--- config.mk ---
export PLATFORM = sky130hd
export DESIGN_NAME = dacc_unit
export DESIGN_NICKNAME = d
export VERILOG_FILES = /design/src/hw/dacc_pkg.sv /design/src/hw/dacc_pin_filter.sv /design/src/hw/dacc_unit.sv
export VERILOG_INCLUDE_DIRS = /design/src /design/src/hw
export SDC_FILE = /design/constraint.sdc
export NUM_CORES = 1
export LEC_CHECK = 0
export BUFFER_PORTS_ARGS = -buffer_cell sky130_fd_sc_hd__clkbuf_2
export CORE_MARGIN = 5
export CORE_UTILIZATION = 39
export CTS_CLUSTER_DIAMETER = 150
export DETAILED_ROUTE_END_ITERATION = 8
export GPL_ROUTABILITY_DRIVEN = 0
export PLACE_DENSITY = 0.69
export SYNTH_ARGS = -nofsm -noshare
export SYNTH_HDL_FRONTEND = slang
export SYNTH_SLANG_ARGS = --single-unit
--- constraint.sdc ---
create_clock -name mclk_i -period 7.1 [get_ports mclk_i]
set_clock_uncertainty 0.05 [all_clocks]
set_input_delay 1.42 -clock mclk_i [delete_from_list [all_inputs] [get_ports mclk_i]]
set_output_delay 1.42 -clock mclk_i [all_outputs]
set_load 0.01 [all_outputs]
--- src/hw/dacc_params.svh ---
// dacc_params.svh: register offsets, field positions, mode codes and
// reset values of the dual action capture/compare unit.
// assumes: included by bare name from every file that needs a constant.
`ifndef DACC_PARAMS_SVH
`define DACC_PARAMS_SVH

// ==========================================================
// register word index, taken from byte address bits [3:2]
`define DACC_IDX_CTRL 2'h0
`define DACC_IDX_DATA_A 2'h1
`define DACC_IDX_DATA_B 2'h2
`define DACC_IDX_COH 2'h3
`define DACC_IDX_HI 3
`define DACC_IDX_LO 2

// ==========================================================
// unit_status_control_reg field positions
`define DACC_F_FLAG 15
`define DACC_F_IL_HI 14
`define DACC_F_IL_LO 12
`define DACC_F_IEN 10
`define DACC_F_BSL 8
`define DACC_F_IN 7
`define DACC_F_EDGE_POLARITY_SELECT 4
`define DACC_F_MODE_HI 3
`define DACC_F_MODE_LO 0
`define DACC_F_PWM_RES_HI 2

// ==========================================================
// mode codes; any code with bit 3 set is continuous_pwm_mode
`define DACC_MODE_OFF 4'h0
`define DACC_MODE_PULSE 4'h1
`define DACC_MODE_PERIOD 4'h2
`define DACC_MODE_SINGLE 4'h3
`define DACC_MODE_CMP_SECOND 4'h4
`define DACC_MODE_CMP_BOTH 4'h5
`define DACC_MODE_PWM_BIT 3

// ==========================================================
// reset values
`define DACC_RST_WORD 16'h0000
`define DACC_RST_BUS 32'h0000_0000
`define DACC_RST_IL 3'h0
`define DACC_RST_MODE 4'h0

`endif

--- src/hw/dacc_pkg.sv ---
// dacc_pkg: shared types of the dual action capture/compare unit.
// assumes: compiled before every design file.
package dacc_pkg;

   // ==========================================================
   // types
   typedef logic [15:0] dacc_word_t;

   typedef enum logic [1:0] {
      DACC_BUS_IDLE,
      DACC_BUS_COH,
      DACC_BUS_ACK
   } dacc_bus_st_t;

endpackage

--- src/hw/dacc_pin_filter.sv ---
// dacc_pin_filter: two-flop synchroniser followed by a hysteresis stage
// for the unit's input pin.
// assumes: pin_i may change at any time relative to mclk_i.
`timescale 1ns/1ps
module dacc_pin_filter
(
   input wire logic mclk_i,
   input wire logic rst_n_i,
   input wire logic pin_i,
   output logic level_o
);

   logic meta_r;
   logic sync_r;
   logic hold_r;
   logic level_r;

   // ==========================================================
   // synchroniser; meta_r feeds sync_r only
   always_ff @(posedge mclk_i or negedge rst_n_i)
   begin
      if (!rst_n_i)
      begin
         meta_r <= 1'b0;
         sync_r <= 1'b0;
         hold_r <= 1'b0;
      end
      else
      begin
         meta_r <= pin_i;
         sync_r <= meta_r;
         hold_r <= sync_r;
      end
   end

   // hysteresis: the level moves only after two equal samples,
   // so a one-cycle glitch never reaches the edge detector
   always_ff @(posedge mclk_i or negedge rst_n_i)
   begin
      if (!rst_n_i)
         level_r <= 1'b0;
      else if (sync_r == hold_r)
         level_r <= hold_r;
   end

   assign level_o = level_r;

endmodule

--- src/hw/dacc_unit.sv ---
// dacc_unit: dual action capture/compare unit with an Avalon-MM slave.
// assumes: time base buses are synchronous to mclk_i; the pin drives
// through pin_o/pin_oe_o and is sampled through dacc_pin_filter.
`timescale 1ns/1ps
`include "dacc_params.svh"
module dacc_unit
   import dacc_pkg::*;
(
   input wire logic mclk_i,
   input wire logic rst_n_i,
   input wire logic [3:0] avs_address_i,
   input wire logic avs_read_i,
   input wire logic avs_write_i,
   input wire logic [31:0] avs_writedata_i,
   input wire logic [3:0] avs_byteenable_i,
   output logic [31:0] avs_readdata_o,
   output logic avs_waitrequest_o,
   input wire logic [15:0] tbus_a_i,
   input wire logic [15:0] tbus_b_i,
   input wire logic pin_i,
   output logic pin_o,
   output logic pin_oe_o,
   output logic irq_o
);

   // ==========================================================
   // functions

   // byte-lane merge of a 16-bit write into an old value
   function automatic dacc_word_t merge_be(dacc_word_t old_v,
      dacc_word_t new_v, logic [1:0] be);
      dacc_word_t res;
      res = old_v;
      if (be[0])
         res[7:0] = new_v[7:0];
      if (be[1])
         res[15:8] = new_v[15:8];
      return res;
   endfunction

   // pwm count mask from the low three mode bits
   function automatic dacc_word_t res_mask(logic [2:0] sel);
      dacc_word_t m;
      unique case (sel)
         3'h0: m = 16'h007F;
         3'h1: m = 16'h01FF;
         3'h2: m = 16'h07FF;
         3'h3: m = 16'h0FFF;
         3'h4: m = 16'h1FFF;
         3'h5: m = 16'h3FFF;
         3'h6: m = 16'h7FFF;
         3'h7: m = 16'hFFFF;
      endcase
      return m;
   endfunction

   // ==========================================================
   // state
   dacc_bus_st_t st_r;
   logic wait_r;
   logic [31:0] rdata_r;
   logic coh_r;
   logic flag_r;
   logic [2:0] il_r;
   logic ien_r;
   logic bsl_r;
   logic edge_polarity_select_r;
   logic [3:0] mode_r;
   dacc_word_t a_r;
   dacc_word_t b1_r;
   dacc_word_t b2_r;
   dacc_word_t pend_val_r;
   logic pend_x_r;
   logic pend_flag_r;
   logic lead_seen_r;
   logic first_r;
   logic arm_a_r;
   logic arm_b_r;
   logic out_ff_r;
   logic oe_r;
   logic lvl_d_r;
   logic irq_r;

   // ==========================================================
   // decode
   logic [1:0] idx;
   logic wr_go;
   logic is_off;
   logic is_pwm;
   logic is_cmp;
   logic is_coh_mode;
   logic lvl;
   dacc_word_t tb;
   dacc_word_t b_vis;
   dacc_word_t rd_ctrl;
   logic [31:0] rd_word;

   assign idx = avs_address_i[`DACC_IDX_HI:`DACC_IDX_LO];
   // writes land on the edge where waitrequest is seen low
   assign wr_go = (st_r == DACC_BUS_ACK) && avs_write_i;
   assign is_off = (mode_r == `DACC_MODE_OFF);
   assign is_pwm = mode_r[`DACC_MODE_PWM_BIT];
   assign is_cmp = (mode_r == `DACC_MODE_CMP_SECOND) ||
                   (mode_r == `DACC_MODE_CMP_BOTH);
   assign is_coh_mode = (mode_r == `DACC_MODE_PULSE) ||
                        (mode_r == `DACC_MODE_PERIOD);
   assign tb = bsl_r ? tbus_b_i : tbus_a_i;
   assign b_vis = is_pwm ? b1_r : b2_r;

   // ==========================================================
   // pin input
   dacc_pin_filter u_pin_filter
   (
      .mclk_i(mclk_i),
      .rst_n_i(rst_n_i),
      .pin_i(pin_i),
      .level_o(lvl)
   );

   always_ff @(posedge mclk_i or negedge rst_n_i)
   begin
      if (!rst_n_i)
         lvl_d_r <= 1'b0;
      else
         lvl_d_r <= lvl;
   end

   logic rise;
   logic fall;
   logic sel_edge;
   logic opp_edge;
   assign rise = lvl && !lvl_d_r;
   assign fall = !lvl && lvl_d_r;
   assign sel_edge = edge_polarity_select_r ? rise : fall;
   assign opp_edge = edge_polarity_select_r ? fall : rise;

   // ==========================================================
   // capture events
   logic cap_a;
   logic cap_b1;
   logic xfer;
   logic flag_cap;

   always_comb
   begin
      cap_a = 1'b0;
      cap_b1 = 1'b0;
      xfer = 1'b0;
      flag_cap = 1'b0;
      if (mode_r == `DACC_MODE_PULSE)
      begin
         // leading edge to stage one, trailing edge to A
         cap_b1 = sel_edge;
         if (opp_edge && lead_seen_r)
         begin
            cap_a = 1'b1;
            xfer = 1'b1;
            flag_cap = 1'b1;
         end
      end
      else if ((mode_r == `DACC_MODE_PERIOD) ||
               (mode_r == `DACC_MODE_SINGLE))
      begin
         cap_a = sel_edge;
         cap_b1 = sel_edge;
         xfer = sel_edge;
         flag_cap = sel_edge &&
            ((mode_r == `DACC_MODE_SINGLE) || !first_r);
      end
   end

   // ==========================================================
   // compare events
   dacc_word_t mask;
   logic a_hit;
   logic b_hit;
   logic pa_hit;
   logic pb_hit;
   logic p_start;
   logic set_hit;
   logic clr_hit;
   logic flag_cmp;

   assign mask = res_mask(mode_r[`DACC_F_PWM_RES_HI:`DACC_F_MODE_LO]);
   assign a_hit = is_cmp && arm_a_r && (tb == a_r);
   assign b_hit = is_cmp && arm_b_r && (tb == b2_r);
   assign pa_hit = is_pwm && ((tb & mask) == (a_r & mask));
   assign pb_hit = is_pwm && ((tb & mask) == (b2_r & mask));
   assign p_start = is_pwm && ((tb & mask) == `DACC_RST_WORD);
   assign set_hit = a_hit || pa_hit;
   assign clr_hit = b_hit || pb_hit;
   // single-shot flags on B, or on either in the both-channel code
   assign flag_cmp = b_hit ||
      (a_hit && (mode_r == `DACC_MODE_CMP_BOTH)) || p_start;

   logic flag_evt;
   assign flag_evt = flag_cap || flag_cmp;

   // ==========================================================
   // bus slave: idle, optional second beat, one-cycle answer
   always_ff @(posedge mclk_i or negedge rst_n_i)
   begin
      if (!rst_n_i)
      begin
         st_r <= DACC_BUS_IDLE;
         wait_r <= 1'b1;
         rdata_r <= `DACC_RST_BUS;
         coh_r <= 1'b0;
      end
      else
      begin
         unique case (st_r)
            DACC_BUS_IDLE:
               if (avs_read_i || avs_write_i)
               begin
                  if ((idx == `DACC_IDX_COH) && is_coh_mode)
                  begin
                     // A now, B one cycle later under deferral
                     st_r <= DACC_BUS_COH;
                     coh_r <= 1'b1;
                     rdata_r[31:16] <= a_r;
                  end
                  else
                  begin
                     st_r <= DACC_BUS_ACK;
                     wait_r <= 1'b0;
                     rdata_r <= rd_word;
                  end
               end
            DACC_BUS_COH:
            begin
               st_r <= DACC_BUS_ACK;
               wait_r <= 1'b0;
               rdata_r[15:0] <= b_vis;
            end
            DACC_BUS_ACK:
            begin
               st_r <= DACC_BUS_IDLE;
               wait_r <= 1'b1;
               coh_r <= 1'b0;
            end
         endcase
      end
   end

   // read mux; the pin level bit follows the mode
   always_comb
   begin
      rd_ctrl = `DACC_RST_WORD;
      rd_ctrl[`DACC_F_FLAG] = flag_r;
      rd_ctrl[`DACC_F_IL_HI:`DACC_F_IL_LO] = il_r;
      rd_ctrl[`DACC_F_IEN] = ien_r;
      rd_ctrl[`DACC_F_BSL] = bsl_r;
      rd_ctrl[`DACC_F_IN] = (is_cmp || is_pwm) ? out_ff_r : lvl;
      rd_ctrl[`DACC_F_EDGE_POLARITY_SELECT] = edge_polarity_select_r;
      rd_ctrl[`DACC_F_MODE_HI:`DACC_F_MODE_LO] = mode_r;
      unique case (idx)
         `DACC_IDX_CTRL: rd_word = {`DACC_RST_WORD, rd_ctrl};
         `DACC_IDX_DATA_A: rd_word = {`DACC_RST_WORD, a_r};
         `DACC_IDX_DATA_B: rd_word = {`DACC_RST_WORD, b_vis};
         `DACC_IDX_COH: rd_word = {a_r, b_vis};
      endcase
   end

   // ==========================================================
   // control register writes
   logic wr_ctrl;
   assign wr_ctrl = wr_go && (idx == `DACC_IDX_CTRL);

   always_ff @(posedge mclk_i or negedge rst_n_i)
   begin
      if (!rst_n_i)
      begin
         il_r <= `DACC_RST_IL;
         ien_r <= 1'b0;
         bsl_r <= 1'b0;
         edge_polarity_select_r <= 1'b0;
         mode_r <= `DACC_RST_MODE;
      end
      else if (wr_ctrl)
      begin
         if (avs_byteenable_i[1])
         begin
            il_r <= avs_writedata_i[`DACC_F_IL_HI:`DACC_F_IL_LO];
            ien_r <= avs_writedata_i[`DACC_F_IEN];
            bsl_r <= avs_writedata_i[`DACC_F_BSL];
         end
         if (avs_byteenable_i[0])
         begin
            edge_polarity_select_r <= avs_writedata_i[`DACC_F_EDGE_POLARITY_SELECT];
            mode_r <= avs_writedata_i[`DACC_F_MODE_HI:`DACC_F_MODE_LO];
         end
      end
   end

   // ==========================================================
   // event flag; a set in the clearing cycle wins over the clear
   logic flag_clr;
   logic flag_set;
   assign flag_clr = wr_ctrl && avs_byteenable_i[1] &&
                     !avs_writedata_i[`DACC_F_FLAG];
   assign flag_set = !coh_r && (flag_evt || pend_flag_r);

   always_ff @(posedge mclk_i or negedge rst_n_i)
   begin
      if (!rst_n_i)
         flag_r <= 1'b0;
      else if (is_off)
         flag_r <= 1'b0;
      else if (flag_set)
         flag_r <= 1'b1;
      else if (flag_clr)
         flag_r <= 1'b0;
   end

   // deferred flag and stage two transfer while coherent access runs
   always_ff @(posedge mclk_i or negedge rst_n_i)
   begin
      if (!rst_n_i)
      begin
         pend_flag_r <= 1'b0;
         pend_x_r <= 1'b0;
         pend_val_r <= `DACC_RST_WORD;
      end
      else if (is_off || !coh_r)
      begin
         pend_flag_r <= 1'b0;
         pend_x_r <= 1'b0;
      end
      else
      begin
         if (flag_evt)
            pend_flag_r <= 1'b1;
         if (xfer)
         begin
            pend_x_r <= 1'b1;
            pend_val_r <= b1_r; // old stage one, before recapture
         end
      end
   end

   // ==========================================================
   // data registers; a capture beats a software write in one cycle
   logic wr_a;
   logic wr_b;
   logic wr_coh;
   dacc_word_t a_wval;
   dacc_word_t b_wval;
   assign wr_coh = wr_go && (idx == `DACC_IDX_COH);
   assign wr_a = wr_go && ((idx == `DACC_IDX_DATA_A) || wr_coh);
   assign wr_b = wr_go && ((idx == `DACC_IDX_DATA_B) || wr_coh);
   assign a_wval = wr_coh ?
      merge_be(a_r, avs_writedata_i[31:16], avs_byteenable_i[3:2]) :
      merge_be(a_r, avs_writedata_i[15:0], avs_byteenable_i[1:0]);
   assign b_wval = merge_be(b_vis, avs_writedata_i[15:0],
                            avs_byteenable_i[1:0]);

   always_ff @(posedge mclk_i or negedge rst_n_i)
   begin
      if (!rst_n_i)
      begin
         a_r <= `DACC_RST_WORD;
         b1_r <= `DACC_RST_WORD;
         b2_r <= `DACC_RST_WORD;
      end
      else
      begin
         if (wr_a)
            a_r <= a_wval;
         if (wr_b && (is_off || is_pwm))
            b1_r <= b_wval;
         if (wr_b && !is_pwm)
            b2_r <= b_wval;
         if (cap_a)
            a_r <= tb;
         if (cap_b1)
            b1_r <= tb;
         // stage two follows stage one with no lost count
         if (xfer && !coh_r)
            b2_r <= b1_r;
         else if (pend_x_r && !coh_r)
            b2_r <= pend_val_r;
         else if (p_start)
            b2_r <= b1_r;
      end
   end

   // ==========================================================
   // capture sequencing, restarted by off mode
   always_ff @(posedge mclk_i or negedge rst_n_i)
   begin
      if (!rst_n_i)
      begin
         lead_seen_r <= 1'b0;
         first_r <= 1'b1;
      end
      else if (is_off)
      begin
         lead_seen_r <= 1'b0;
         first_r <= 1'b1;
      end
      else
      begin
         if ((mode_r == `DACC_MODE_PULSE) && sel_edge)
            lead_seen_r <= 1'b1;
         if (cap_a)
            first_r <= 1'b0;
      end
   end

   // comparator arming; a write re-arms even in its match cycle
   always_ff @(posedge mclk_i or negedge rst_n_i)
   begin
      if (!rst_n_i)
      begin
         arm_a_r <= 1'b0;
         arm_b_r <= 1'b0;
      end
      else if (!is_cmp)
      begin
         arm_a_r <= 1'b0;
         arm_b_r <= 1'b0;
      end
      else
      begin
         if (wr_a)
            arm_a_r <= 1'b1;
         else if (a_hit)
            arm_a_r <= 1'b0;
         if (wr_b)
            arm_b_r <= 1'b1;
         else if (b_hit)
            arm_b_r <= 1'b0;
      end
   end

   // ==========================================================
   // output flip-flop; polarity bit gives the active level
   always_ff @(posedge mclk_i or negedge rst_n_i)
   begin
      if (!rst_n_i)
         out_ff_r <= 1'b0;
      else if (is_off)
         out_ff_r <= !edge_polarity_select_r;
      else if (clr_hit)
         out_ff_r <= !edge_polarity_select_r; // equal values give no pulse
      else if (set_hit)
         out_ff_r <= edge_polarity_select_r;
   end

   // pin drives only in output modes; off leaves it as an input
   always_ff @(posedge mclk_i or negedge rst_n_i)
   begin
      if (!rst_n_i)
         oe_r <= 1'b0;
      else
         oe_r <= is_cmp || is_pwm;
   end

   // ==========================================================
   // interrupt request
   always_ff @(posedge mclk_i or negedge rst_n_i)
   begin
      if (!rst_n_i)
         irq_r <= 1'b0;
      else
         irq_r <= flag_r && ien_r && (il_r != `DACC_RST_IL);
   end

   assign avs_readdata_o = rdata_r;
   assign avs_waitrequest_o = wait_r;
   assign pin_o = out_ff_r;
   assign pin_oe_o = oe_r;
   assign irq_o = irq_r;

endmodule

* Word level (Yosys, flattened, before mapping) *
Memory sizes are Yosys's and may differ from the RTL's.
Index checks and enable logic that the tools add are counted.

storage, ports and cells
  memories kept = 1
  input bits = 77
  register bits = 125
  bits in read-only memories = 72

memory list
  name              words  width  read ports  clocked after Yosys merged registers in  write ports  RTL line         text
  (name not given)  8      9      1           0                                        0            dacc_unit.sv:44  unique case (sel)

cells by class
  muxes and demuxes = 60
  reductions and logical operators = 78
  bitwise gates (word level) = 4
  eq/ne operators = 22

operator list
  operator                                             count
  2-to-1 mux 16 bit                                    14
  one-hot mux 32 bit (4 select lines)                  1
  equality test 16 bit                                 4
  bitwise AND 16 bit                                   3
  2-to-1 mux 8 bit                                     6
  2-to-1 mux 1 bit                                     33
  one-hot mux 16 bit (2 select lines)                  1
  logical AND 1 bit                                    28
  zero test 16 bit                                     1
  logical OR 1 bit                                     16
  nonzero test 2 bit                                   8
  nonzero test 3 bit                                   5
  AND reduction 3 bit                                  4
  AND reduction 2 bit                                  5
  equality test 4 x 2 -> 1 bit, second input constant  2
  equality test 4 x 3 -> 1 bit, second input constant  2
  zero test 1 bit                                      7
  equality test 2 bit, second input constant           3
  != test 2 bit, second input constant                 3
  != test 3 x 1 -> 1 bit, second input constant        2
  != test 3 bit, second input constant                 2
  one-hot mux 2 bit (3 select lines)                   1
  equality test 2 x 1 -> 1 bit, second input constant  2
  equality test 4 x 1 -> 1 bit, second input constant  1
  8 further kinds                                      10

* Depth between registers and ports, before layout *
  depth in word-level cells = 12
  mapped depth = 12
  depth with buffers taken out = 8

* Hierarchy *
From an unflattened synthesis, not the netlist that was laid out.

unflattened totals
  cells, all modules = 767
  area, all modules = 7129.3 um^2

modules (own cells, without submodules)
  module           cells an instance  area an instance (um^2)  instances
  dacc_unit        762                7018.0                   1
  dacc_pin_filter  5                  111.4                    1

* Least setup slack after synthesis *
Ideal clock, no wire load.

  path kind = input -> register
  start point = in tbus_b_i[5]
  end point = reg b2_r[0]
  setup time = 128 ps
  path slack = 3687 ps
  required time = 6922 ps
  arrival = 3236 ps
  cell stages on the path = 9
  cells stage by stage = nor4_1 a22oi_1 or4_1 a221oi_4 nand2b_1 buf_4 nor2_1 a2111oi_2 nor2_1

between the ends
  word-level cells in the longest chain between the ends = 7
  elaborated cells between the ends (all ways) = 8
  classes of those cells = mux (4); bitwise (1); reduce/logical (3)

RTL lines
  what                                   RTL line          text
  from (decl)                            dacc_unit.sv:19   input wire logic [15:0] tbus_b_i,
  2-to-1 mux 16 bit (*)                  dacc_unit.sv:107  assign tb = bsl_r ? tbus_b_i : tbus_a_i;
  bitwise AND 16 bit (*)                 dacc_unit.sv:189  assign p_start = is_pwm && ((tb & mask) == `DACC_RST_WORD);
  zero test 16 bit (no source line) (*)  n/a
  logical AND 1 bit (*)                  dacc_unit.sv:189
  2-to-1 mux 16 bit                      dacc_unit.sv:383  else if (p_start)
  2-to-1 mux 16 bit                      dacc_unit.sv:381  else if (pend_x_r && !coh_r)
  2-to-1 mux 16 bit                      dacc_unit.sv:379  if (xfer && !coh_r)
  to (signal assigned)                   dacc_unit.sv:380  b2_r <= b1_r;
  to (signal assigned)                   dacc_unit.sv:382  b2_r <= pend_val_r;
  to (signal assigned)                   dacc_unit.sv:384  b2_r <= b1_r;
  to (decl)                              dacc_unit.sv:71   dacc_word_t b2_r;

Mark *: on every way between the ends. The rest lies on a longest branch, timed or not.
A chain may end at the register's enable or synchronous reset.

* Worst setup path in the final report *
  start point = reg bsl_r
  end point = reg b2_r[5]

between the ends
  word-level cells in the longest chain between the ends = 7
  elaborated cells between the ends (all ways) = 8
  classes of those cells = mux (4); bitwise (1); reduce/logical (3)

RTL lines
  what                                   RTL line          text
  from (decl)                            dacc_unit.sv:66   logic bsl_r;
  from (signal assigned)                 dacc_unit.sv:286  bsl_r <= avs_writedata_i[`DACC_F_BSL];
  2-to-1 mux 16 bit (*)                  dacc_unit.sv:107
  bitwise AND 16 bit (*)                 dacc_unit.sv:189
  zero test 16 bit (no source line) (*)  n/a
  logical AND 1 bit (*)                  dacc_unit.sv:189
  2-to-1 mux 16 bit                      dacc_unit.sv:383
  2-to-1 mux 16 bit                      dacc_unit.sv:381
  2-to-1 mux 16 bit                      dacc_unit.sv:379

Marked as above.

==> flow_summary.toml <==
[cts]
cts_setup_buffers = 0
htree_levels = 4
cts_tree = "yes"
holdBufCountCts = 0
clock_sinks = 125
clk_latency_ns = 0.42
cts.clk_slew.worst_paths_ns = 0.06
ctsResizeCount = 0
cts-root-buf = "clkbuf_16"
cts_inserted_buffers = 17
clock_path_buffers = 2

[power_and_ir_drop]
p_seq_share_pct = 36.6
power_frac_comb_pct = 39.4
p_leak_nw = 3.836
power_density_nw_per_um2 = 439.4
p_sw_share_pct = 40.70
vdd.ir_drop.worst_mv = 0.1522
switchingPower_mw = 1.526
pwr-share-clk_pct = 24.1
p_int_mw = 2.223

[global_routing]
overflow = 0
antenna_found_initial = 0
gr-usage-all-layers_pct = 19.53
first_global_vias = 6169
grt_pass1_wl_mm = 33.58
grt_max_degree = 76

[job]
drv_cap = 0

[logic_synthesis]
syn_inst = 753
seq_area_frac_synth_pct = 43.23
synth-seq-cells = 125
synthTopCellsByArea = "dfrtp_1 (43%), o21ai_0 (6.8%), mux2_2 (6.7%), mux2i_1 (6.6%), nand2_1 (6.3%)"
synth_fp_nets = 833
synth-main-ff-cell = "dfrtp_1"
synth_area_um2 = 7242
avgSynthCellArea_um2 = 9.617
yosysTopAreaCellShare_pct = 42.50
synth_edf_count = 0
async_flop_share_pct = 100.0
synth_cell_type_count = 62
synth_top_area_cell = "dfrtp_1"
ys.warnings.count = 0

[setup_path]
reg2reg_to = "b2_r[5]"
r2r_cells = 8
crit_path_end_kind = "register"
crit_type = "register to register"
startpoint_type = "register"
crit_arrival_ns = 4.84
cp.required_ns = 7.36
worst-path-max-fanout = 28
r2r_slack_ns = 2.52
r2r_start = "bsl_r"

[place]
preCtsSetupSlack_ns = 2.163
io_buffers = 110
dpl.hpwl_mm = 15.15

[status]
outcome = "finished clean"

[floorplanning]
start_util_pct = 39.91
die_area_um2 = 21390
dieHeight_um = 146.3
core_area_um2 = 18150
rows = 49
ios = 113
fp.dieW_um = 146.3

[sta]
fmax_ghz = 0.2182
slew-limit-headroom_pct = 24.02
timing.final.hold_violations = 0
rsz0062_at_grt = "no"
finalSetupTns_ns = 0
setup_viol = 0
slew_violations = 0
period_share_pct = 64.56
worst_pin_slew_ns = 1.137
worst_slack_ns = 2.516
post-route-min-period_ns = 4.584

[route]
route.final.wire_length_mm = 20.90
dr.first_iter.drc_count = 428
drc_errors = 0
firstDrtPassIters = 5
num_vias = 6109
ant_nets = 0
wire_per_inst_um = 19.21
vias_per_cell = 5.615

[finish]
drive_gt1_share_pct = 25.61
area_growth_pct = 17.81
num_antenna_cells = 0
fillers = 1682
nets = 926

[hold_path]
min_path_cells = 0
min-delay-start = "u_pin_filter.meta_r"
hold_end = "u_pin_filter.sync_r"
hold_path.class = "register to register"
layout make-up:
cell class | count | area (um^2) | share of cell area (%)
multi-input cells | 572 | 3844 | 45.05
clock buffers | 19 | 442.9 | 5.191
flip-flops and latches | 125 | 3132 | 36.71
well taps | 229 | 286.5 | 3.358
clock inverters | 13 | 165.2 | 1.936
repair buffers | 119 | 620.6 | 7.274
inverters | 11 | 41.29 | 0.4839
logic make-up (layout without fill, tap and decap cells):
kind of cell / Yosys count / count (layout) / synth area share (%)
mux: 101 / 101 / 15.83
fa+ha+maj: 4 / 4 / 0.6566
buf+inv: 56 / 162 / 3.801
simple gates: 210 / 210 / 12.96
xor+xnor: 33 / 33 / 3.991
flops: 125 / 125 / 43.23
compound gates: 224 / 224 / 19.54
how the worst max path moves through the flow:
stage / endpoint / slack, ns / from / cells past startpoint
5_1_grt: b2_r[5] / 2.26 / bsl_r / 8
6_report: b2_r[5] / 2.52 / bsl_r / 8
3_5_place_dp: b2_r[5] / 2.16 / tbus_b_i[11] / 9
3_3_place_gp: b2_r[6] / 2.23 / tbus_b_i[11] / 9
2_1_floorplan: b2_r[0] / 3.69 / tbus_b_i[5] / 9
4_1_cts: b2_r[4] / 2.53 / bsl_r / 8
cells in the mapped netlist (all sizes together), types with 3 or more instances:
| cell type | instances |
|---|---|
| dfrtp | 123 |
| buf | 12 |
| o22ai | 10 |
| a21oi | 31 |
| o21ai | 103 |
| o22a | 6 |
| a21boi | 4 |
| o31ai | 3 |
| nor2 | 39 |
| and3 | 4 |
| o211ai | 22 |
| nand3 | 5 |
| ha | 3 |
| a22oi | 12 |
| or2 | 3 |
| xnor2 | 25 |
| a21o | 6 |
| nor3b | 5 |
| nor4 | 6 |
| nand2 | 123 |
| clkbuf | 33 |
| nor3 | 13 |
| xor2 | 8 |
| mux2i | 58 |
| nand4 | 3 |
| or3 | 3 |
| mux2 | 43 |
| inv | 10 |
| o221ai | 8 |
| a221oi | 7 |
per-layer routing:
layer	track usage [%]	vias to the layer above	share of wire (%)
li1	-	2925	-
met1	26.55	2906	43
met2	31.05	242	47
met3	3.905	36	6.8
met4	7.150	0	2.6
met5	0	-	0
placed cells by master, fill, tap and decap left out, drive strengths merged, types with 6 or more instances in the layout:
master / count
o22ai: 10
nor3: 13
o21ai: 103
inv: 12
dfrtp: 123
nor4: 6
a221oi: 7
xor2: 8
xnor2: 25
nand2: 123
o221ai: 8
a22oi: 12
a21o: 6
mux2: 43
mux2i: 58
a21oi: 31
nor2: 39
o22a: 6
buf: 10
o211ai: 22
clkbuf: 128
registers in the layout, summed over array words and instances, names as in the netlist, 2 cells and up:
register and flops:
avs_readdata_o 32, a_r 16, b1_r 16, b2_r 16, pend_val_r 16, mode_r 4, il_r 3, st_r 2
stage by stage:
stage | instances | util, % | cell area, um^2 | total power, mW | hold slack (ns)
final | 1088 | 47.01 | 8532 | 3.749 | 0.3141
after global routing | 1088 | 47.01 | 8532 | 3.985 | 0.3178
after CTS | 1088 | 47.01 | 8532 | 3.740 | 0.3165
after detailed placement | 1056 | 43.66 | 7924 | 2.830 | 0.3010
after global placement | 1056 | 43.66 | 7924 | 2.791 | 0.3041
after floorplan | 753 | - | 7242 | 2.367 | 0.2812
worst max-delay path: stages (launching register included):
cell and delay, ns:
dfrtp_2 0.95, mux2i_2 0.57, o32ai_1 0.24, or4_1 0.55, a221oi_4 0.58, nand2b_1 0.49, or2_1 0.57, o21ai_0 0.24
o22a_1 0.20
power by group through the flow:
stage,Combinational [mW],Clock [mW],Sequential [mW]
6_report,1.48,0.902,1.37
5_1_grt,1.63,0.940,1.42
4_1_cts,1.47,0.908,1.36
3_5_place_dp,1.46,0,1.37
3_3_place_gp,1.43,0,1.36
2_1_floorplan,1.10,0,1.26
Note: power is estimated with default switching activity, not from simulation.
